$ cat src/rtl/mcuix_pkg.sv
// Package for the instruction execute subset: opcodes, cycle counts, constants
package mcuix_pkg;
	typedef enum logic [4:0] {
		MCUIX_OP_NOP,
		MCUIX_OP_ADC,
		MCUIX_OP_ADD_WITH_CARRY_TO_MEMORY,
		MCUIX_OP_ADD,
		MCUIX_OP_SUM_TO_MEMORY,
		MCUIX_OP_ADDI,
		MCUIX_OP_AND,
		MCUIX_OP_BITWISE_AND_TO_MEMORY,
		MCUIX_OP_ANDI,
		MCUIX_OP_CALL,
		MCUIX_OP_CLR,
		MCUIX_OP_SET,
		MCUIX_OP_CLRBIT,
		MCUIX_OP_CPL,
		MCUIX_OP_INVERT_TO_WORKING,
		MCUIX_OP_SWAP,
		MCUIX_OP_NIBBLE_EXCHANGE_TO_WORKING,
		MCUIX_OP_DAA,
		MCUIX_OP_TABLE_READ_CURRENT_PAGE_CUR,
		MCUIX_OP_TABLE_READ_CURRENT_PAGE_LAST,
		MCUIX_OP_WDCLR,
		MCUIX_OP_WDPRE1,
		MCUIX_OP_WDPRE2,
		MCUIX_OP_HALT,
		MCUIX_OP_SKIPZ,
		MCUIX_OP_WRPCL
	} mcuix_op_t;

	localparam logic [1:0] MCUIX_CYC_ONE    = 2'h1;
	localparam logic [1:0] MCUIX_CYC_TWO    = 2'h2;
	localparam logic [7:0] MCUIX_ZERO_BYTE  = 8'h00;
	localparam logic [7:0] MCUIX_ADJ_LOW    = 8'h06;
	localparam logic [7:0] MCUIX_ADJ_HIGH   = 8'h60;
	localparam logic [3:0] MCUIX_BCD_MAX    = 4'h9;
	localparam logic [7:0] MCUIX_ACC_RESET  = 8'h00;
	localparam logic       MCUIX_FLAG_RESET = 1'b0;
	localparam int         MCUIX_PC_W       = 12;
	localparam int         MCUIX_ADDR_W     = 9;
endpackage

$ cat src/rtl/mcuix_adder.sv
// Eight-bit adder with carry, nibble carry and signed overflow outputs
module mcuix_adder
	import mcuix_pkg::*;
(
	// Operands
	input  wire logic [7:0] a_i,
	input  wire logic [7:0] b_i,
	input  wire logic       cin_i,
	// Result and flags
	output logic      [7:0] sum_o,
	output logic            carry_o,
	output logic            nibble_carry_o,
	output logic            overflow_o
);
	logic [4:0] low_sum;
	logic [4:0] high_sum;
	logic [3:0] low7;

	assign low_sum        = {1'b0, a_i[3:0]} + {1'b0, b_i[3:0]} + {4'h0, cin_i};
	assign high_sum       = {1'b0, a_i[7:4]} + {1'b0, b_i[7:4]} + {4'h0, low_sum[4]};
	assign low7           = {1'b0, a_i[6:4]} + {1'b0, b_i[6:4]} + {3'h0, low_sum[4]};
	assign sum_o          = {high_sum[3:0], low_sum[3:0]};
	assign carry_o        = high_sum[4];
	assign nibble_carry_o = low_sum[4];
	// Overflow is carry into bit 7 differing from carry out
	assign overflow_o     = low7[3] ^ high_sum[4];
endmodule

$ cat src/rtl/mcuix_exec.sv
// Execute stage for a subset of an 8-bit microcontroller instruction set
// Notes on behaviour
// - Current-page table read: high to table byte, two cycles
// - Last-page table read, same, from last page
// - Skip takes two cycles, no skip one
// - Writing program counter low byte takes two cycles
// - Pre-clear pair clears both flags once consecutive
// - Repeated same pre-clear has no effect
// - Single watchdog clear clears counter and flags
// - All additions update overflow, zero, nibble, carry
// - Add with carry result to working register
// - Add with carry result to memory
// - Plain add to working or memory
// - Immediate add into working register
// - AND to working or memory, zero only
// - Call pushes pc plus one, two cycles
// - Byte clear writes zero, no flags
// - Bit clear zeroes selected bit only
// - Complement memory in place, zero flag only
// - Complement into working register, zero only
// - Nibble swap to memory or working, no flags
// - Decimal adjust working register into memory
// - Add 06 and/or 60, only carry changes
// - Power down stops, clears watchdog, sets powerdown
module mcuix_exec
	import mcuix_pkg::*;
#(
	parameter int PC_W   = MCUIX_PC_W,
	parameter int ADDR_W = MCUIX_ADDR_W
)
(
	// Clock and reset
	input  wire logic              clock_i,
	input  wire logic              rst_n_i,
	// Instruction issue from fetch logic
	input  wire logic              issue_valid_i,
	input  wire mcuix_op_t         issue_op_i,
	input  wire logic [7:0]        immediate_i,
	input  wire logic [ADDR_W-1:0] mem_addr_i,
	input  wire logic [2:0]        bit_select_i,
	input  wire logic [PC_W-1:0]   target_addr_i,
	input  wire logic [PC_W-1:0]   program_counter_i,
	input  wire logic              wakeup_i,
	output logic                   issue_ready_o,
	// Data memory: read data is combinational for mem_addr_i
	input  wire logic [7:0]        mem_rdata_i,
	output logic                   mem_we_o,
	output logic [ADDR_W-1:0]      mem_waddr_o,
	output logic [7:0]             mem_wdata_o,
	// Program memory table port, word returned one cycle after request
	output logic                   table_req_o,
	output logic                   table_last_page_o,
	input  wire logic [15:0]       table_word_i,
	// Return stack and program counter load
	output logic                   stack_push_o,
	output logic [PC_W-1:0]        stack_data_o,
	output logic                   pc_load_o,
	output logic [PC_W-1:0]        pc_load_addr_o,
	output logic                   skip_next_o,
	// Watchdog and power control
	output logic                   watchdog_counter_clear_o,
	output logic                   powered_down_o,
	// Architectural state
	output logic [7:0]             working_register_o,
	output logic [7:0]             table_high_byte_o,
	output logic                   carry_flag_o,
	output logic                   nibble_carry_flag_o,
	output logic                   signed_range_exceeded_flag_o,
	output logic                   zero_flag_o,
	output logic                   watchdog_expired_flag_o,
	output logic                   powerdown_flag_o,
	input  wire logic              watchdog_timeout_i
);
	typedef enum logic [1:0] {MCUIX_RUN, MCUIX_SECOND, MCUIX_SLEEP} mcuix_state_t;

	mcuix_state_t      state_reg, state_next;
	mcuix_op_t         pend_op_reg;
	logic [ADDR_W-1:0] pend_addr_reg;
	logic [7:0]        acc_reg, tbl_reg;
	logic              c_reg, ac_reg, ov_reg, z_reg, to_reg, pdf_reg;
	// Pre-clear tracking: which half ran last (0 none, 1 first, 2 second)
	logic [1:0]        pre_last_reg;
	logic [7:0]        wdata_reg;
	logic              we_reg;

	wire run_go = (state_reg == MCUIX_RUN) && issue_valid_i;
	wire op_adc  = issue_op_i == MCUIX_OP_ADC;
	wire op_add_with_carry_to_memory = issue_op_i == MCUIX_OP_ADD_WITH_CARRY_TO_MEMORY;
	wire op_add  = issue_op_i == MCUIX_OP_ADD;
	wire op_sum_to_memory = issue_op_i == MCUIX_OP_SUM_TO_MEMORY;
	wire op_addi = issue_op_i == MCUIX_OP_ADDI;
	wire is_add  = op_adc | op_add_with_carry_to_memory | op_add | op_sum_to_memory | op_addi;
	wire use_cin = op_adc | op_add_with_carry_to_memory;
	wire is_and  = (issue_op_i == MCUIX_OP_AND) | (issue_op_i == MCUIX_OP_BITWISE_AND_TO_MEMORY)
		| (issue_op_i == MCUIX_OP_ANDI);
	wire op_tab  = (issue_op_i == MCUIX_OP_TABLE_READ_CURRENT_PAGE_CUR) | (issue_op_i == MCUIX_OP_TABLE_READ_CURRENT_PAGE_LAST);
	wire op_two  = op_tab | (issue_op_i == MCUIX_OP_CALL) | (issue_op_i == MCUIX_OP_WRPCL)
		| ((issue_op_i == MCUIX_OP_SKIPZ) && (mem_rdata_i == MCUIX_ZERO_BYTE));

	// Operand selection and adder
	wire [7:0] add_b = op_addi ? immediate_i : mem_rdata_i;
	logic [7:0] add_sum;
	logic       add_c, add_ac, add_ov;

	mcuix_adder u_adder (
		.a_i            (acc_reg),
		.b_i            (add_b),
		.cin_i          (use_cin & c_reg),
		.sum_o          (add_sum),
		.carry_o        (add_c),
		.nibble_carry_o (add_ac),
		.overflow_o     (add_ov)
	);

	wire [7:0] and_res  = acc_reg & ((issue_op_i == MCUIX_OP_ANDI) ? immediate_i : mem_rdata_i);
	wire [7:0] inv_res  = ~mem_rdata_i;
	wire [7:0] swap_res = {mem_rdata_i[3:0], mem_rdata_i[7:4]};
	wire [7:0] bit_mask = 8'h01 << bit_select_i;
	wire [7:0] bclr_res = mem_rdata_i & ~bit_mask;

	// Decimal adjust
	wire       daa_lo   = (acc_reg[3:0] > MCUIX_BCD_MAX) | ac_reg;
	wire       daa_hi   = (acc_reg[7:4] > MCUIX_BCD_MAX) | c_reg;
	wire [7:0] daa_add  = (daa_lo ? MCUIX_ADJ_LOW : MCUIX_ZERO_BYTE)
		| (daa_hi ? MCUIX_ADJ_HIGH : MCUIX_ZERO_BYTE);
	wire [8:0] daa_sum  = {1'b0, acc_reg} + {1'b0, daa_add};

	// Watchdog clear decoding
	wire op_pre1   = issue_op_i == MCUIX_OP_WDPRE1;
	wire op_pre2   = issue_op_i == MCUIX_OP_WDPRE2;
	wire pre_pair  = (op_pre1 && pre_last_reg == 2'h2) || (op_pre2 && pre_last_reg == 2'h1);
	wire wd_single = run_go && issue_op_i == MCUIX_OP_WDCLR;
	wire wd_pair   = run_go && pre_pair;
	wire halt_go   = run_go && issue_op_i == MCUIX_OP_HALT;

	// Result writeback decode
	logic [7:0] res;
	logic       to_mem, to_acc, set_z, set_arith;
	always_comb begin
		res       = MCUIX_ZERO_BYTE;
		to_mem    = 1'b0;
		to_acc    = 1'b0;
		set_z     = 1'b0;
		set_arith = 1'b0;
		case (issue_op_i)
			MCUIX_OP_ADC, MCUIX_OP_ADD, MCUIX_OP_ADDI: begin
				res       = add_sum;
				to_acc    = 1'b1;
				set_arith = 1'b1;
			end
			MCUIX_OP_ADD_WITH_CARRY_TO_MEMORY, MCUIX_OP_SUM_TO_MEMORY: begin
				res       = add_sum;
				to_mem    = 1'b1;
				set_arith = 1'b1;
			end
			MCUIX_OP_AND, MCUIX_OP_ANDI: begin
				res    = and_res;
				to_acc = 1'b1;
				set_z  = 1'b1;
			end
			MCUIX_OP_BITWISE_AND_TO_MEMORY: begin
				res    = and_res;
				to_mem = 1'b1;
				set_z  = 1'b1;
			end
			MCUIX_OP_CLR: begin
				res    = MCUIX_ZERO_BYTE;
				to_mem = 1'b1;
			end
			MCUIX_OP_SET: begin
				res    = ~MCUIX_ZERO_BYTE;
				to_mem = 1'b1;
			end
			MCUIX_OP_CLRBIT: begin
				res    = bclr_res;
				to_mem = 1'b1;
			end
			MCUIX_OP_CPL: begin
				res    = inv_res;
				to_mem = 1'b1;
				set_z  = 1'b1;
			end
			MCUIX_OP_INVERT_TO_WORKING: begin
				res    = inv_res;
				to_acc = 1'b1;
				set_z  = 1'b1;
			end
			MCUIX_OP_SWAP: begin
				res    = swap_res;
				to_mem = 1'b1;
			end
			MCUIX_OP_NIBBLE_EXCHANGE_TO_WORKING: begin
				res    = swap_res;
				to_acc = 1'b1;
			end
			MCUIX_OP_DAA: begin
				res    = daa_sum[7:0];
				to_mem = 1'b1;
			end
			default: begin
				res = MCUIX_ZERO_BYTE;
			end
		endcase
	end

	// Sequencing: two-cycle instructions hold issue for one extra cycle
	always_comb begin
		state_next = state_reg;
		case (state_reg)
			MCUIX_RUN: begin
				if (halt_go) begin
					state_next = MCUIX_SLEEP;
				end else if (run_go && op_two) begin
					state_next = MCUIX_SECOND;
				end
			end
			MCUIX_SECOND: state_next = MCUIX_RUN;
			MCUIX_SLEEP: begin
				if (wakeup_i) begin
					state_next = MCUIX_RUN;
				end
			end
			default: state_next = MCUIX_RUN;
		endcase
	end

	always_ff @(posedge clock_i or negedge rst_n_i) begin
		if (!rst_n_i) begin
			state_reg     <= MCUIX_RUN;
			pend_op_reg   <= MCUIX_OP_NOP;
			pend_addr_reg <= '0;
			pre_last_reg  <= 2'h0;
			we_reg        <= 1'b0;
			wdata_reg     <= MCUIX_ZERO_BYTE;
		end else begin
			state_reg <= state_next;
			if (run_go) begin
				pend_op_reg   <= issue_op_i;
				pend_addr_reg <= mem_addr_i;
			end
			// Any other instruction breaks the pre-clear alternation
			if (run_go) begin
				if (pre_pair) begin
					pre_last_reg <= 2'h0;
				end else if (op_pre1) begin
					pre_last_reg <= 2'h1;
				end else if (op_pre2) begin
					pre_last_reg <= 2'h2;
				end else begin
					pre_last_reg <= 2'h0;
				end
			end
			// Table read writes memory low byte in its second cycle
			we_reg    <= (run_go && to_mem) || (state_reg == MCUIX_SECOND && pend_op_reg inside
				{MCUIX_OP_TABLE_READ_CURRENT_PAGE_CUR, MCUIX_OP_TABLE_READ_CURRENT_PAGE_LAST});
			wdata_reg <= (state_reg == MCUIX_SECOND) ? table_word_i[7:0] : res;
		end
	end

	logic [ADDR_W-1:0] waddr_reg;
	always_ff @(posedge clock_i or negedge rst_n_i) begin
		if (!rst_n_i) begin
			waddr_reg <= '0;
		end else begin
			waddr_reg <= (state_reg == MCUIX_SECOND) ? pend_addr_reg : mem_addr_i;
		end
	end

	// Architectural registers
	always_ff @(posedge clock_i or negedge rst_n_i) begin
		if (!rst_n_i) begin
			acc_reg <= MCUIX_ACC_RESET;
			tbl_reg <= MCUIX_ZERO_BYTE;
			c_reg   <= MCUIX_FLAG_RESET;
			ac_reg  <= MCUIX_FLAG_RESET;
			ov_reg  <= MCUIX_FLAG_RESET;
			z_reg   <= MCUIX_FLAG_RESET;
		end else begin
			if (run_go && to_acc) begin
				acc_reg <= res;
			end
			if (run_go && (set_arith || set_z)) begin
				z_reg <= (res == MCUIX_ZERO_BYTE);
			end
			if (run_go && set_arith) begin
				c_reg  <= add_c;
				ac_reg <= add_ac;
				ov_reg <= add_ov;
			end
			if (run_go && issue_op_i == MCUIX_OP_DAA) begin
				// Carry is only ever set, keeping multi-byte decimal chains
				c_reg <= c_reg | daa_sum[8] | daa_hi;
			end
			if (state_reg == MCUIX_SECOND && pend_op_reg inside
				{MCUIX_OP_TABLE_READ_CURRENT_PAGE_CUR, MCUIX_OP_TABLE_READ_CURRENT_PAGE_LAST}) begin
				tbl_reg <= table_word_i[15:8];
			end
		end
	end

	// Watchdog and power flags: timeout sets win over clears
	always_ff @(posedge clock_i or negedge rst_n_i) begin
		if (!rst_n_i) begin
			to_reg  <= MCUIX_FLAG_RESET;
			pdf_reg <= MCUIX_FLAG_RESET;
		end else begin
			if (watchdog_timeout_i) begin
				to_reg <= 1'b1;
			end else if (wd_single || wd_pair || halt_go) begin
				to_reg <= 1'b0;
			end
			if (halt_go) begin
				pdf_reg <= 1'b1;
			end else if (wd_single || wd_pair) begin
				pdf_reg <= 1'b0;
			end
		end
	end

	assign issue_ready_o                = (state_reg == MCUIX_RUN);
	assign mem_we_o                     = we_reg;
	assign mem_waddr_o                  = waddr_reg;
	assign mem_wdata_o                  = wdata_reg;
	assign table_req_o                  = run_go && op_tab;
	assign table_last_page_o            = run_go && issue_op_i == MCUIX_OP_TABLE_READ_CURRENT_PAGE_LAST;
	assign stack_push_o                 = run_go && issue_op_i == MCUIX_OP_CALL;
	assign stack_data_o                 = program_counter_i + PC_W'(1);
	assign pc_load_o                    = run_go && issue_op_i == MCUIX_OP_CALL;
	assign pc_load_addr_o               = target_addr_i;
	assign skip_next_o                  = run_go && issue_op_i == MCUIX_OP_SKIPZ
		&& mem_rdata_i == MCUIX_ZERO_BYTE;
	assign watchdog_counter_clear_o     = wd_single || wd_pair || halt_go;
	assign powered_down_o               = (state_reg == MCUIX_SLEEP);
	assign working_register_o           = acc_reg;
	assign table_high_byte_o            = tbl_reg;
	assign carry_flag_o                 = c_reg;
	assign nibble_carry_flag_o          = ac_reg;
	assign signed_range_exceeded_flag_o = ov_reg;
	assign zero_flag_o                  = z_reg;
	assign watchdog_expired_flag_o      = to_reg;
	assign powerdown_flag_o             = pdf_reg;
endmodule

$ cat config.mk
export PLATFORM = sky130hd
export DESIGN_NAME = mcuix_exec
export DESIGN_NICKNAME = d
export VERILOG_FILES = /design/src/rtl/mcuix_pkg.sv /design/src/rtl/mcuix_adder.sv /design/src/rtl/mcuix_exec.sv
export SDC_FILE = /design/constraint.sdc
export NUM_CORES = 1
export LEC_CHECK = 0
export BUFFER_PORTS_ARGS = -buffer_cell sky130_fd_sc_hd__buf_2
export CAP_MARGIN = 20
export CORE_MARGIN = 2
export CORE_UTILIZATION = 54
export CTS_BUF_LIST = sky130_fd_sc_hd__clkbuf_16
export DETAILED_ROUTE_END_ITERATION = 10
export GPL_ROUTABILITY_DRIVEN = 0
export PLACE_DENSITY = 0.94
export SETUP_SLACK_MARGIN = 0.15
export SYNTH_ARGS = -nofsm -noshare
export SYNTH_HDL_FRONTEND = slang
export SYNTH_SLANG_ARGS = --single-unit
$ cat constraint.sdc
create_clock -name clock_i -period 8.35 [get_ports clock_i]
set_input_delay 1.67 -clock clock_i [delete_from_list [all_inputs] [get_ports clock_i]]
set_output_delay 1.67 -clock clock_i [all_outputs]
set_load 0.05 [all_outputs]
; ---- After elaboration in Yosys (flattened, before gate mapping)
; Index checks and enable logic that the tools add are counted.
[word_totals]
inputBits = 78
regBits = 58
output_inout_bits = 72
word_cells = 138
[classes]
addsub = 8
shift = 1
bitwise_logic = 16
n_lt_le_gt_ge = 2
n_reduce_logical = 39
n_mux = 24
eq_ne = 33
[ops]
columns = operator, n
row1 = "== test 5 bit, second input constant", 12
row2 = one-hot mux 8 bit (7 select lines), 1
row3 = "== test 5 x 4 -> 1 bit, second input constant", 8
row4 = two-way mux 8 bit, 3
row5 = "== test 5 x 3 -> 1 bit, second input constant", 4
row6 = logical AND 1 bit, 19
row7 = AND 8 bit, 2
row8 = zero test 8 bit, 2
row9 = inverter 8 bit, 2
row10 = "adder 12 x 1 -> 12 bit, second input constant", 1
row11 = two-way mux 2 bit, 6
row12 = adder 4 x 4 -> 5 bit, 2
row13 = adder 5 x 1 -> 5 bit, 2
row14 = "== test 5 x 2 -> 1 bit, second input constant", 2
row15 = two-way mux 1 bit, 10
row16 = OR reduction 5 bit, 2
row17 = adder 8 x 7 -> 9 bit, 1
row18 = two-way mux 9 bit, 1
row19 = OR 1 bit, 9
row20 = OR reduction 9 bit, 1
row21 = "> comparator 4 bit, second input constant", 2
row22 = nonzero test 2 bit, 4
row23 = "left shift 1 x 3 -> 8 bit, first input constant", 1
row24 = two-way mux 7 bit, 1
row25 = other kinds (18), 25

; ---- Depth between registers and ports, before layout
; Gate-level depths: netlist of the first run.
[depth]
ltp_word = 9
ltp_mapped = 18
ltp_nobuf = 16

; ---- Modules after synthesis
; A second synthesis of the first run with hierarchy kept.
[unflattened]
cells_unflattened = 448
area_unflattened_um2 = 4088.9
[modules_own_cells]
columns = module, cells_each, n_inst, area_each_um2
row1 = mcuix_exec, 413, 1, 3793.6
row2 = mcuix_adder, 35, 1, 295.3

; ---- Worst setup path after synthesis of the first run
; No wires, ideal clock.
[synth_timing]
path_type = in2out
startpoint = input issue_op_i[4]
endpoint = output skip_next_o
required_time_ns = 6.680
cell_stages = 5
setup_slack_ns = 2.692
arrival_time_ns = 3.988
cell_sequence = buf_2 > clkbuf_1 > nor4b_1 > nand4_1 > nor4_1
[synth_between]
elab_chain_len = 3
[synth_rtl]
columns = item, line
row1 = from (decl), mcuix_exec.sv:37  ; input wire mcuix_op_t issue_op_i,
row2 = == test 5 bit, mcuix_exec.sv:330  ; assign skip_next_o = run_go && issue_op_i == MCUIX_OP_SKIPZ
row3 = logical AND 1 bit, mcuix_exec.sv:330
row4 = logical AND 1 bit, mcuix_exec.sv:331  ; && mem_rdata_i == MCUIX_ZERO_BYTE;
row5 = to (decl), mcuix_exec.sv:59  ; output logic skip_next_o,
; Every way passes these cells.

; ---- Worst setup path in the final report of the first run
[layout_timing]
startpoint = input issue_op_i[1]
endpoint = register z_reg, in the netlist zero_flag_o
[layout_between]
elab_chain_len = 7
[layout_rtl]
columns = item, line
row1 = == test 5 x 3 -> 1 bit (tied with other cells), "mcuix_exec.sv:91, mcuix_exec.sv:145"
row2 = two-way mux 8 bit / OR 1 bit (equally long branches), "mcuix_exec.sv:101, mcuix_exec.sv:93"
row3 = adder 4 x 4 -> 5 bit / AND 1 bit (equally long branches), "mcuix_adder.sv:19, mcuix_exec.sv:108"
row4 = adder 5 x 1 -> 5 bit, mcuix_adder.sv:19  ; assign low_sum = {1'b0, a_i[3:0]} + {1'b0, b_i[3:0]} + {4'h0, cin_i};
row5 = adder 5 x 1 -> 5 bit, mcuix_adder.sv:20  ; assign high_sum = {1'b0, a_i[7:4]} + {1'b0, b_i[7:4]} + {4'h0, low_sum[4]};
row6 = one-hot mux 8 bit (7 select lines), mcuix_exec.sv:145  ; case (issue_op_i)
row7 = zero test 8 bit, mcuix_exec.sv:283  ; z_reg <= (res == MCUIX_ZERO_BYTE);
row8 = to (signal assigned), mcuix_exec.sv:283
row9 = to (decl), mcuix_exec.sv:80  ; logic c_reg, ac_reg, ov_reg, z_reg, to_reg, pdf_reg;
; Several ways; a longest one is shown, not always the timed one.
; A chain may end at the register's enable or synchronous reset.

==> metrics.csv, run 1 <==
stage,metric,value,unit
outcome,status,completed,
placed_design,Place WS,2600,ps
clock_network,post-CTS setup buffers,0,
power,P_int,0.652,mW
layout,footprint of the multi-input gates,2220,um^2
global_routing,GRT overflow,0,
logic_synthesis,cell count after synthesis,435,
logic_synthesis,most common library cells after synthesis,"nand2_1, dfrtp_1, nor2_1",
worst_setup_path,cells along the critical path,"buf_2, nor2_1, nand4_1, mux2i_1, fa_1, inv_1, fa_1, a21o_1, a21oi_1, fa_1, inv_1, fa_1, a32oi_1, nand2_1, nor3_1, nand4_1, o31ai_2",
worst_setup_path,CP endpoint kind,register,
layout,# diodes,0,
routing,First-pass DRT Iterations,6,
sta,minimum clock period,5550,ps
logic_synthesis,synthesized cell area,3900,um^2
min_path,hold path start,powerdown_flag_o$_DFFE_PN0P_,
power,Clk pwr share,27.8,%
logic_synthesis,Synthesized Nets,529,
clock_network,post-CTS sizing,0,
logic_synthesis,top-count cell post-synth,nand2_1,
layout,Nets,633,
logic_synthesis,library cells used by synthesis,60,
logic_synthesis,"flops & latches, synth",57,
placed_design,post-DP HPWL,8150,um
sta,Final WS setup,2800,ps
worst_setup_path,Crit Reg-Reg Startpoint,carry_flag_o$_DFFE_PN0P_,
power,Pwr Density,235,nW/um^2
routing,Routed wire per std cell,17.4,um
sta,period utilization,66.4,%
sta,Max Freq,180,MHz
sta,RSZ-0062 raised after global routing,false,
worst_setup_path,worst path bufs/invs,3,
sta,Post-Route Hold Slack,470,ps
worst_setup_path,Crit. Startpoint,issue_op_i[1],
global_routing,vias in the first global route,3669,
clock_network,Num CTS Buffers,9,
clock_network,Clk Tree Root Cell,clkbuf_16,
logic_synthesis,"Async S/R FF share, synth",100,%
logic_synthesis,number of flops mapped to enable cells by yosys,0,
worst_setup_path,Setup Crit Path Kind,input pin to register,
die,Core ar.,6910,um^2
clock_network,worst-skew pair later-pin latency,320,ps
power,Worst VDD drop,0.234,mV
worst_setup_path,Crit path required time,8580,ps
power,Sw Share,41.4,%
sta,final hold vios,0,
sta,TNS Setup,0,ps
die,DIE HEIGHT,89.0,um
logic_synthesis,register area share after synthesis,36.6,%
routing,routed vias/inst,6.04,
routing,vias,3863,
global_routing,largest net degree at the start of global routing,58,
die,num ports,150,
clock_network,Clock transition at path regs,50,ps
logic_synthesis,"Top FF cell, synth",dfrtp_1,
die,Initial Util,56.5,%
die,Rows,30,
layout,FF+latch area,1430,um^2
clock_network,H-tree depth,3,
power,Pleak,2.35,nW
job,max-cap viol count,0,
worst_setup_path,CP max FO,25,
power,Tot Pwr,1.11,mW
placed_design,input/output buffers,125,
sta,"Setup violations, final",0,
routing,DRT iter0 DRCs,383,
sta,skew final,4.75,ps
min_path,Worst Hold Class,register to register,
logic_synthesis,"top cells by area, synth","dfrtp_1, mux2_2, nand2_1",
clock_network,CTS tree,done,
power,Reg power frac,32.9,%
routing,drt drc,0,
clock_network,cts hold-fix bufs,0,
global_routing,GRT Util Overall,28.7,%
die,die area,7920,um^2
layout,fraction of layout instances using a drive strength above 1,32.7,%
logic_synthesis,Synth area leader,dfrtp_1,
logic_synthesis,synth warn,0,
sta,Slew headroom,25.7,%
worst_setup_path,Crit-path slowest cell,fa_1,
power,Net Sw Power,0.460,mW
sta,Worst Tran Pin Value,1100,ps
worst_setup_path,cell mode on critical path,fa_1,
routing,WL final,11100,um
global_routing,global-route wire length before repair,17400,um
worst_setup_path,Worst path max stage delay,430,ps
routing,Routed Antenna Nets,0,
worst_setup_path,Startpoint Class,input pin,
worst_setup_path,Critical Path AT,5770,ps
logic_synthesis,Mapped Avg Cell Area,8.97,um^2
logic_synthesis,top-area cell type share of the netlist area,36.6,%
power,part of the power in combinational logic,39.2,%
global_routing,initial antenna violation count,0,
worst_setup_path,CP top delay family,adder cells,
sta,"Slew Viols, Final",0,
clock_network,count of clock tree sinks,57,
clock_network,CTS max path bufs,2,
layout,# fillers,576,
layout,area grow syn2layout,20.9,%
die,width of the die,89.0,um
## final cells by class
type,count,area share [%]
clock buffer,9,4.77
clock inverter,7,0.636
inverter,14,1.11
multi-input combinational,330,47.1
sequential,57,30.2
tap,96,2.55
timing repair buffer,127,13.6
## metrics by stage
step,std cells,util (%),area [um^2]
global route,640,68.3,4720
floorplan,435,-,3900
detailed placement,624,64.6,4460
CTS,640,68.3,4720
finish,640,68.3,4720
global placement,624,64.6,4460
## worst min-delay path: cells and delay by family, from the launching register on
family	cells	cell delay [ps]
and+or+nand+nor	2	100
DFF	1	330
## kinds of logic (layout without fill, tap and decap cells)
logic type      count (synthesis)  count (layout)  share of synthesized area [%]
simple gates                  170             170                           21.6
compound gates                 93              93                           15.9
flops                          57              57                           36.6
buf+inv                        48             157                           6.44
mux                            32              32                           9.17
xor+xnor                       19              19                           4.26
fa+ha+maj                      16              16                           6.09
## power by group through the flow
stage | clock network, mW | logic, mW | registers (mW)
floorplan | 0 | 0.211 | 0.478
global placement | 0 | 0.415 | 0.366
detailed placement | 0 | 0.429 | 0.368
CTS | 0.310 | 0.434 | 0.365
global route | 0.321 | 0.466 | 0.372
finish | 0.309 | 0.436 | 0.366
## placed cells by master, fill, tap and decap left out, types with 11 or more instances in the layout
cell / netlist / layout
buf_2: 6 / 125
nor2_1: 31 / 31
o21ai_0: 29 / 29
dfrtp_1: 57 / 57
nand2_1: 74 / 74
xnor2_1: 12 / 12
mux2_2: 30 / 30
inv_1: 13 / 15
nand3_1: 19 / 19
ha_1: 11 / 11
a21oi_1: 15 / 15
## path summary, 6_finish.rpt
check | endpoint | slack [ps] | cells after the start
worst max-delay path | zero_flag_o$_DFFE_PN0P_ | 2800 | 17
min in group asynchronous | pre_last_reg[0]$_DFFE_PN0P_ | 1490 | 2
worst min register to register | powerdown_flag_o$_DFFE_PN0P_ | 470 | 2
worst max register to register | zero_flag_o$_DFFE_PN0P_ | 4820 | 14
max in group asynchronous | mem_wdata_o[3]$_DFF_PN0_ | 6400 | 2
worst min-delay path | powerdown_flag_o$_DFFE_PN0P_ | 470 | 2
## per-layer routing
layer  vias to the layer above  wire length, um  global-route usage [%]
met5                         -                0                       0
met4                         0              539                    13.7
met3                        61             1000                    6.28
met2                       255             5370                    47.9
met1                      1799             4230                    35.3
li1                       1748                -                       -
Note: power is estimated with default switching activity, not from simulation.
==> inputs of run 2 (changes only) <==
- ABC_AREA: not set -> 1
- CORE_UTILIZATION: 54 -> 50
- PLACE_DENSITY: 0.94 -> 0.88
- clock period: 8.35 -> 5.2 ns (I/O delays scaled with it)
==> run 2 against run 1 <==
Worst setup slack got worse by 1900 ps. Total power increased by 76%. Area after synthesis up 1.1%. Cell area up 4.0%. Via count rose by 7.7%. Cell count rose by 19%. Critical path depth grew 1. Critical endpoint is now signed_range_exceeded_flag_o$_DFFE_PN0P_. Sequential cell count unchanged. Die area increased by 8.8%.
==> metrics.csv, run 2 <==
stage,metric,value,unit,change
layout,footprint of the multi-input gates,2130,um^2,-4.4%
sta,"Slew Viols, Final",0,,unchanged
routing,WL final,11000,um,-1.3%
sta,Max Freq,232,MHz,
routing,DR top layer,met4,,
layout,# diodes,0,,unchanged
sta,minimum clock period,4310,ps,
worst_setup_path,cells along the critical path,"buf_2, inv_2, nand2_4, nor2_2, nand2_4, o21ai_0, fa_1, inv_1, fa_1, a21o_1, a21oi_1, fa_1, inv_1, fa_1, a21o_1, a21oi_1, xor2_1, o21ai_0",,
global_routing,largest net degree at the start of global routing,58,,unchanged
worst_setup_path,Crit-path slowest cell,fa_1,,
logic_synthesis,most common library cells after synthesis,"nand2_1, dfrtp_1, inv_1",,
routing,Routed wire per std cell,14.4,um,-17%
global_routing,initial antenna violation count,0,,unchanged
layout,FF+latch area,1430,um^2,unchanged
layout,final core area utilization,63.9,%,-4.5 points
logic_synthesis,top-count cell post-synth,nand2_1,,
power,P_int,1.18,mW,+81%
placed_design,input/output buffers,125,,unchanged
worst_setup_path,"setup slack, reg-to-reg",2030,ps,-2790 ps
sta,period utilization,82.9,%,
power,Clk pwr share,33.8,%,+6.0 points
routing,DRT iter0 DRCs,261,,-32%
routing,routed vias/inst,5.45,,-9.8%
power,Tot Pwr,1.96,mW,+76%
worst_setup_path,Setup Crit Path Kind,input pin to register,,
logic_synthesis,synthesized cell area,3950,um^2,+1.1%
logic_synthesis,number of flops mapped to enable cells by yosys,0,,unchanged
sta,TNS Setup,0,ps,unchanged
routing,routed wl met3,1180,um,+17%
layout,Nets,751,,+19%
sta,RSZ-0062 raised after global routing,false,,
clock_network,H-tree depth,3,,unchanged
power,Worst VDD drop,0.257,mV,+9.9%
logic_synthesis,synth warn,0,,unchanged
logic_synthesis,"flops & latches, synth",57,,unchanged
logic_synthesis,Synthesized Nets,636,,+20%
logic_synthesis,"Top FF cell, synth",dfrtp_1,,
sta,Post-Route Hold Slack,487,ps,+16.5 ps
logic_synthesis,top-area cell type share of the netlist area,36.2,%,-0.39 points
routing,drt drc,0,,unchanged
worst_setup_path,worst path bufs/invs,4,,+1
die,die area,8620,um^2,+8.8%
logic_synthesis,register area share after synthesis,36.2,%,-0.39 points
global_routing,vias in the first global route,3876,,+5.6%
clock_network,worst-skew pair later-pin latency,320,ps,about the same
power,Sw Share,39.9,%,-1.5 points
die,Initial Util,51.3,%,-5.2 points
routing,Routed Antenna Nets,0,,unchanged
logic_synthesis,"Async S/R FF share, synth",100,%,unchanged
layout,fraction of layout instances using a drive strength above 1,27.2,%,-5.5 points
clock_network,Clock transition at path regs,50,ps,about the same
die,Rows,32,,+6.7%
worst_setup_path,Startpoint Class,input pin,,
power,Reg power frac,29.9,%,-3.0 points
sta,skew final,4.05,ps,-0.698 ps
layout,most frequent cells in the layout,"nand2_1, buf_2, inv_1",,
logic_synthesis,Mapped Avg Cell Area,7.28,um^2,-19%
worst_setup_path,Critical Path AT,4510,ps,-1260 ps
worst_setup_path,CP max FO,15,,-40%
logic_synthesis,library cells used by synthesis,38,,-37%
die,num ports,150,,unchanged
global_routing,GRT overflow,0,,unchanged
clock_network,post-CTS sizing,0,,unchanged
sta,Slew headroom,31.5,%,+5.7 points
worst_setup_path,cell mode on critical path,fa_1,,
power,Pleak,2.73,nW,+16%
die,DIE HEIGHT,92.8,um,+4.3%
min_path,Worst Hold Class,register to register,,
sta,Worst Tran Pin Value,1030,ps,-72.3 ps
layout,"commonest non-fill, non-tap cell in the layout",nand2_1,,
sta,final hold vios,0,,unchanged
die,Core ar.,7690,um^2,+11%
sta,"Setup violations, final",0,,unchanged
logic_synthesis,"top cells by area, synth","dfrtp_1, nand2_1, nand3_1",,
layout,area grow syn2layout,24.4,%,
die,width of the die,92.8,um,+4.3%
clock_network,Num CTS Buffers,9,,unchanged
routing,First-pass DRT Iterations,8,,+2
worst_setup_path,CP endpoint kind,register,,
worst_setup_path,CP top delay family,compound AO/OA/AOI/OAI gates,,
job,max-cap viol count,0,,unchanged
power,Pwr Density,399,nW/um^2,+69%
clock_network,post-CTS setup buffers,0,,unchanged
power,Net Sw Power,0.782,mW,+70%
clock_network,CTS max path bufs,2,,unchanged
worst_setup_path,Crit path required time,5400,ps,-3180 ps
logic_synthesis,cell count after synthesis,542,,+25%
outcome,status,completed,,
layout,# fillers,701,,+22%
worst_setup_path,Worst path max stage delay,420,ps,about the same
clock_network,count of clock tree sinks,57,,unchanged
logic_synthesis,Synth area leader,dfrtp_1,,
global_routing,global-route wire length before repair,17700,um,+1.9%
placed_design,post-DP HPWL,8380,um,+2.8%
clock_network,cts hold-fix bufs,0,,unchanged
routing,met1 wire length,4400,um,+4.0%
routing,vias,4160,,+7.7%
global_routing,GRT Util Overall,25.9,%,-2.8 points
clock_network,Clk Tree Root Cell,clkbuf_16,,
power,part of the power in combinational logic,36.3,%,-2.9 points
routing,met2 wire len,5060,um,-5.8%
clock_network,CTS tree,done,,
==> run 2: cell count changes in the layout (fill, tap and decap cells not counted), moves of 9 or more <==
| cell | delta |
|---|---|
| nand2_1 | +81 |
| mux2_2 | -22 |
| xnor2_1 | -9 |
| inv_1 | +43 |
| nand3_1 | +31 |
| o21ai_0 | +20 |
==> run 2: worst reg2reg max path, stage by stage, from the launching register on <==
cell and delay (ps):
dfrtp_1 430, nand3_1 120, fa_1 170, inv_1 60
fa_1 400, a21o_1 200, a21oi_1 250, fa_1 230
inv_1 70, fa_1 420, a21o_1 200, a21oi_1 250
xor2_1 170, o21ai_0 80
==> run 2: final cells by class <==
class                   instances  area share, %
flip-flops and latches         57           29.1
repair buffers                127           13.1
well taps                     102           2.60
clock buffers                   9           4.59
inverters                      67           5.12
clock inverters                 7           2.24
multi-input cells             395           43.3
==> run 2: power by group through the flow <==
stage	registers, mW	logic (mW)	clock network (mW)
3_3_place_gp	0.586	0.677	0
4_1_cts	0.584	0.702	0.670
2_1_floorplan	0.784	0.330	0
3_5_place_dp	0.590	0.698	0
6_report	0.586	0.711	0.662
5_1_grt	0.595	0.771	0.691
==> run 2: worst paths after layout <==
check	from	endpoint	cells past startpoint
max in group asynchronous	rst_n_i	working_register_o[7]$_DFFE_PN0P_	2
min	zero_flag_o$_DFFE_PN0P_	zero_flag_o$_DFFE_PN0P_	2
max reg2reg	carry_flag_o$_DFFE_PN0P_	signed_range_exceeded_flag_o$_DFFE_PN0P_	13
min reg2reg	zero_flag_o$_DFFE_PN0P_	zero_flag_o$_DFFE_PN0P_	2
max	issue_op_i[1]	signed_range_exceeded_flag_o$_DFFE_PN0P_	18
min in group asynchronous	rst_n_i	pend_addr_reg[7]$_DFFE_PN0P_	2
==> run 2: logic make-up (layout without fill, tap and decap cells) <==
kind of cell    after synthesis  after routing  synth area share, %
simple gates                277            277                 31.5
buf+inv                      90            210                 9.99
compound gates               80             80                 11.0
flops                        57             57                 36.2
fa+ha+maj                    16             16                 6.03
xor+xnor                     14             14                 3.11
mux                           8              8                 2.28
==> run 2: metrics by stage <==
stage	instances	cell area [um^2]	setup slack, ps
6_report	764	4910	890
5_1_grt	764	4910	674
4_1_cts	764	4910	1020
3_5_place_dp	748	4570	689
3_3_place_gp	748	4570	891
2_1_floorplan	542	3950	644
==> run 2: layer usage <==
metal / GRT usage [%] / up-vias
met5: 0 / -
met1: 32.5 / 1866
li1: - / 1973
met3: 7.08 / 45
met2: 41.8 / 276
met4: 11.2 / 0
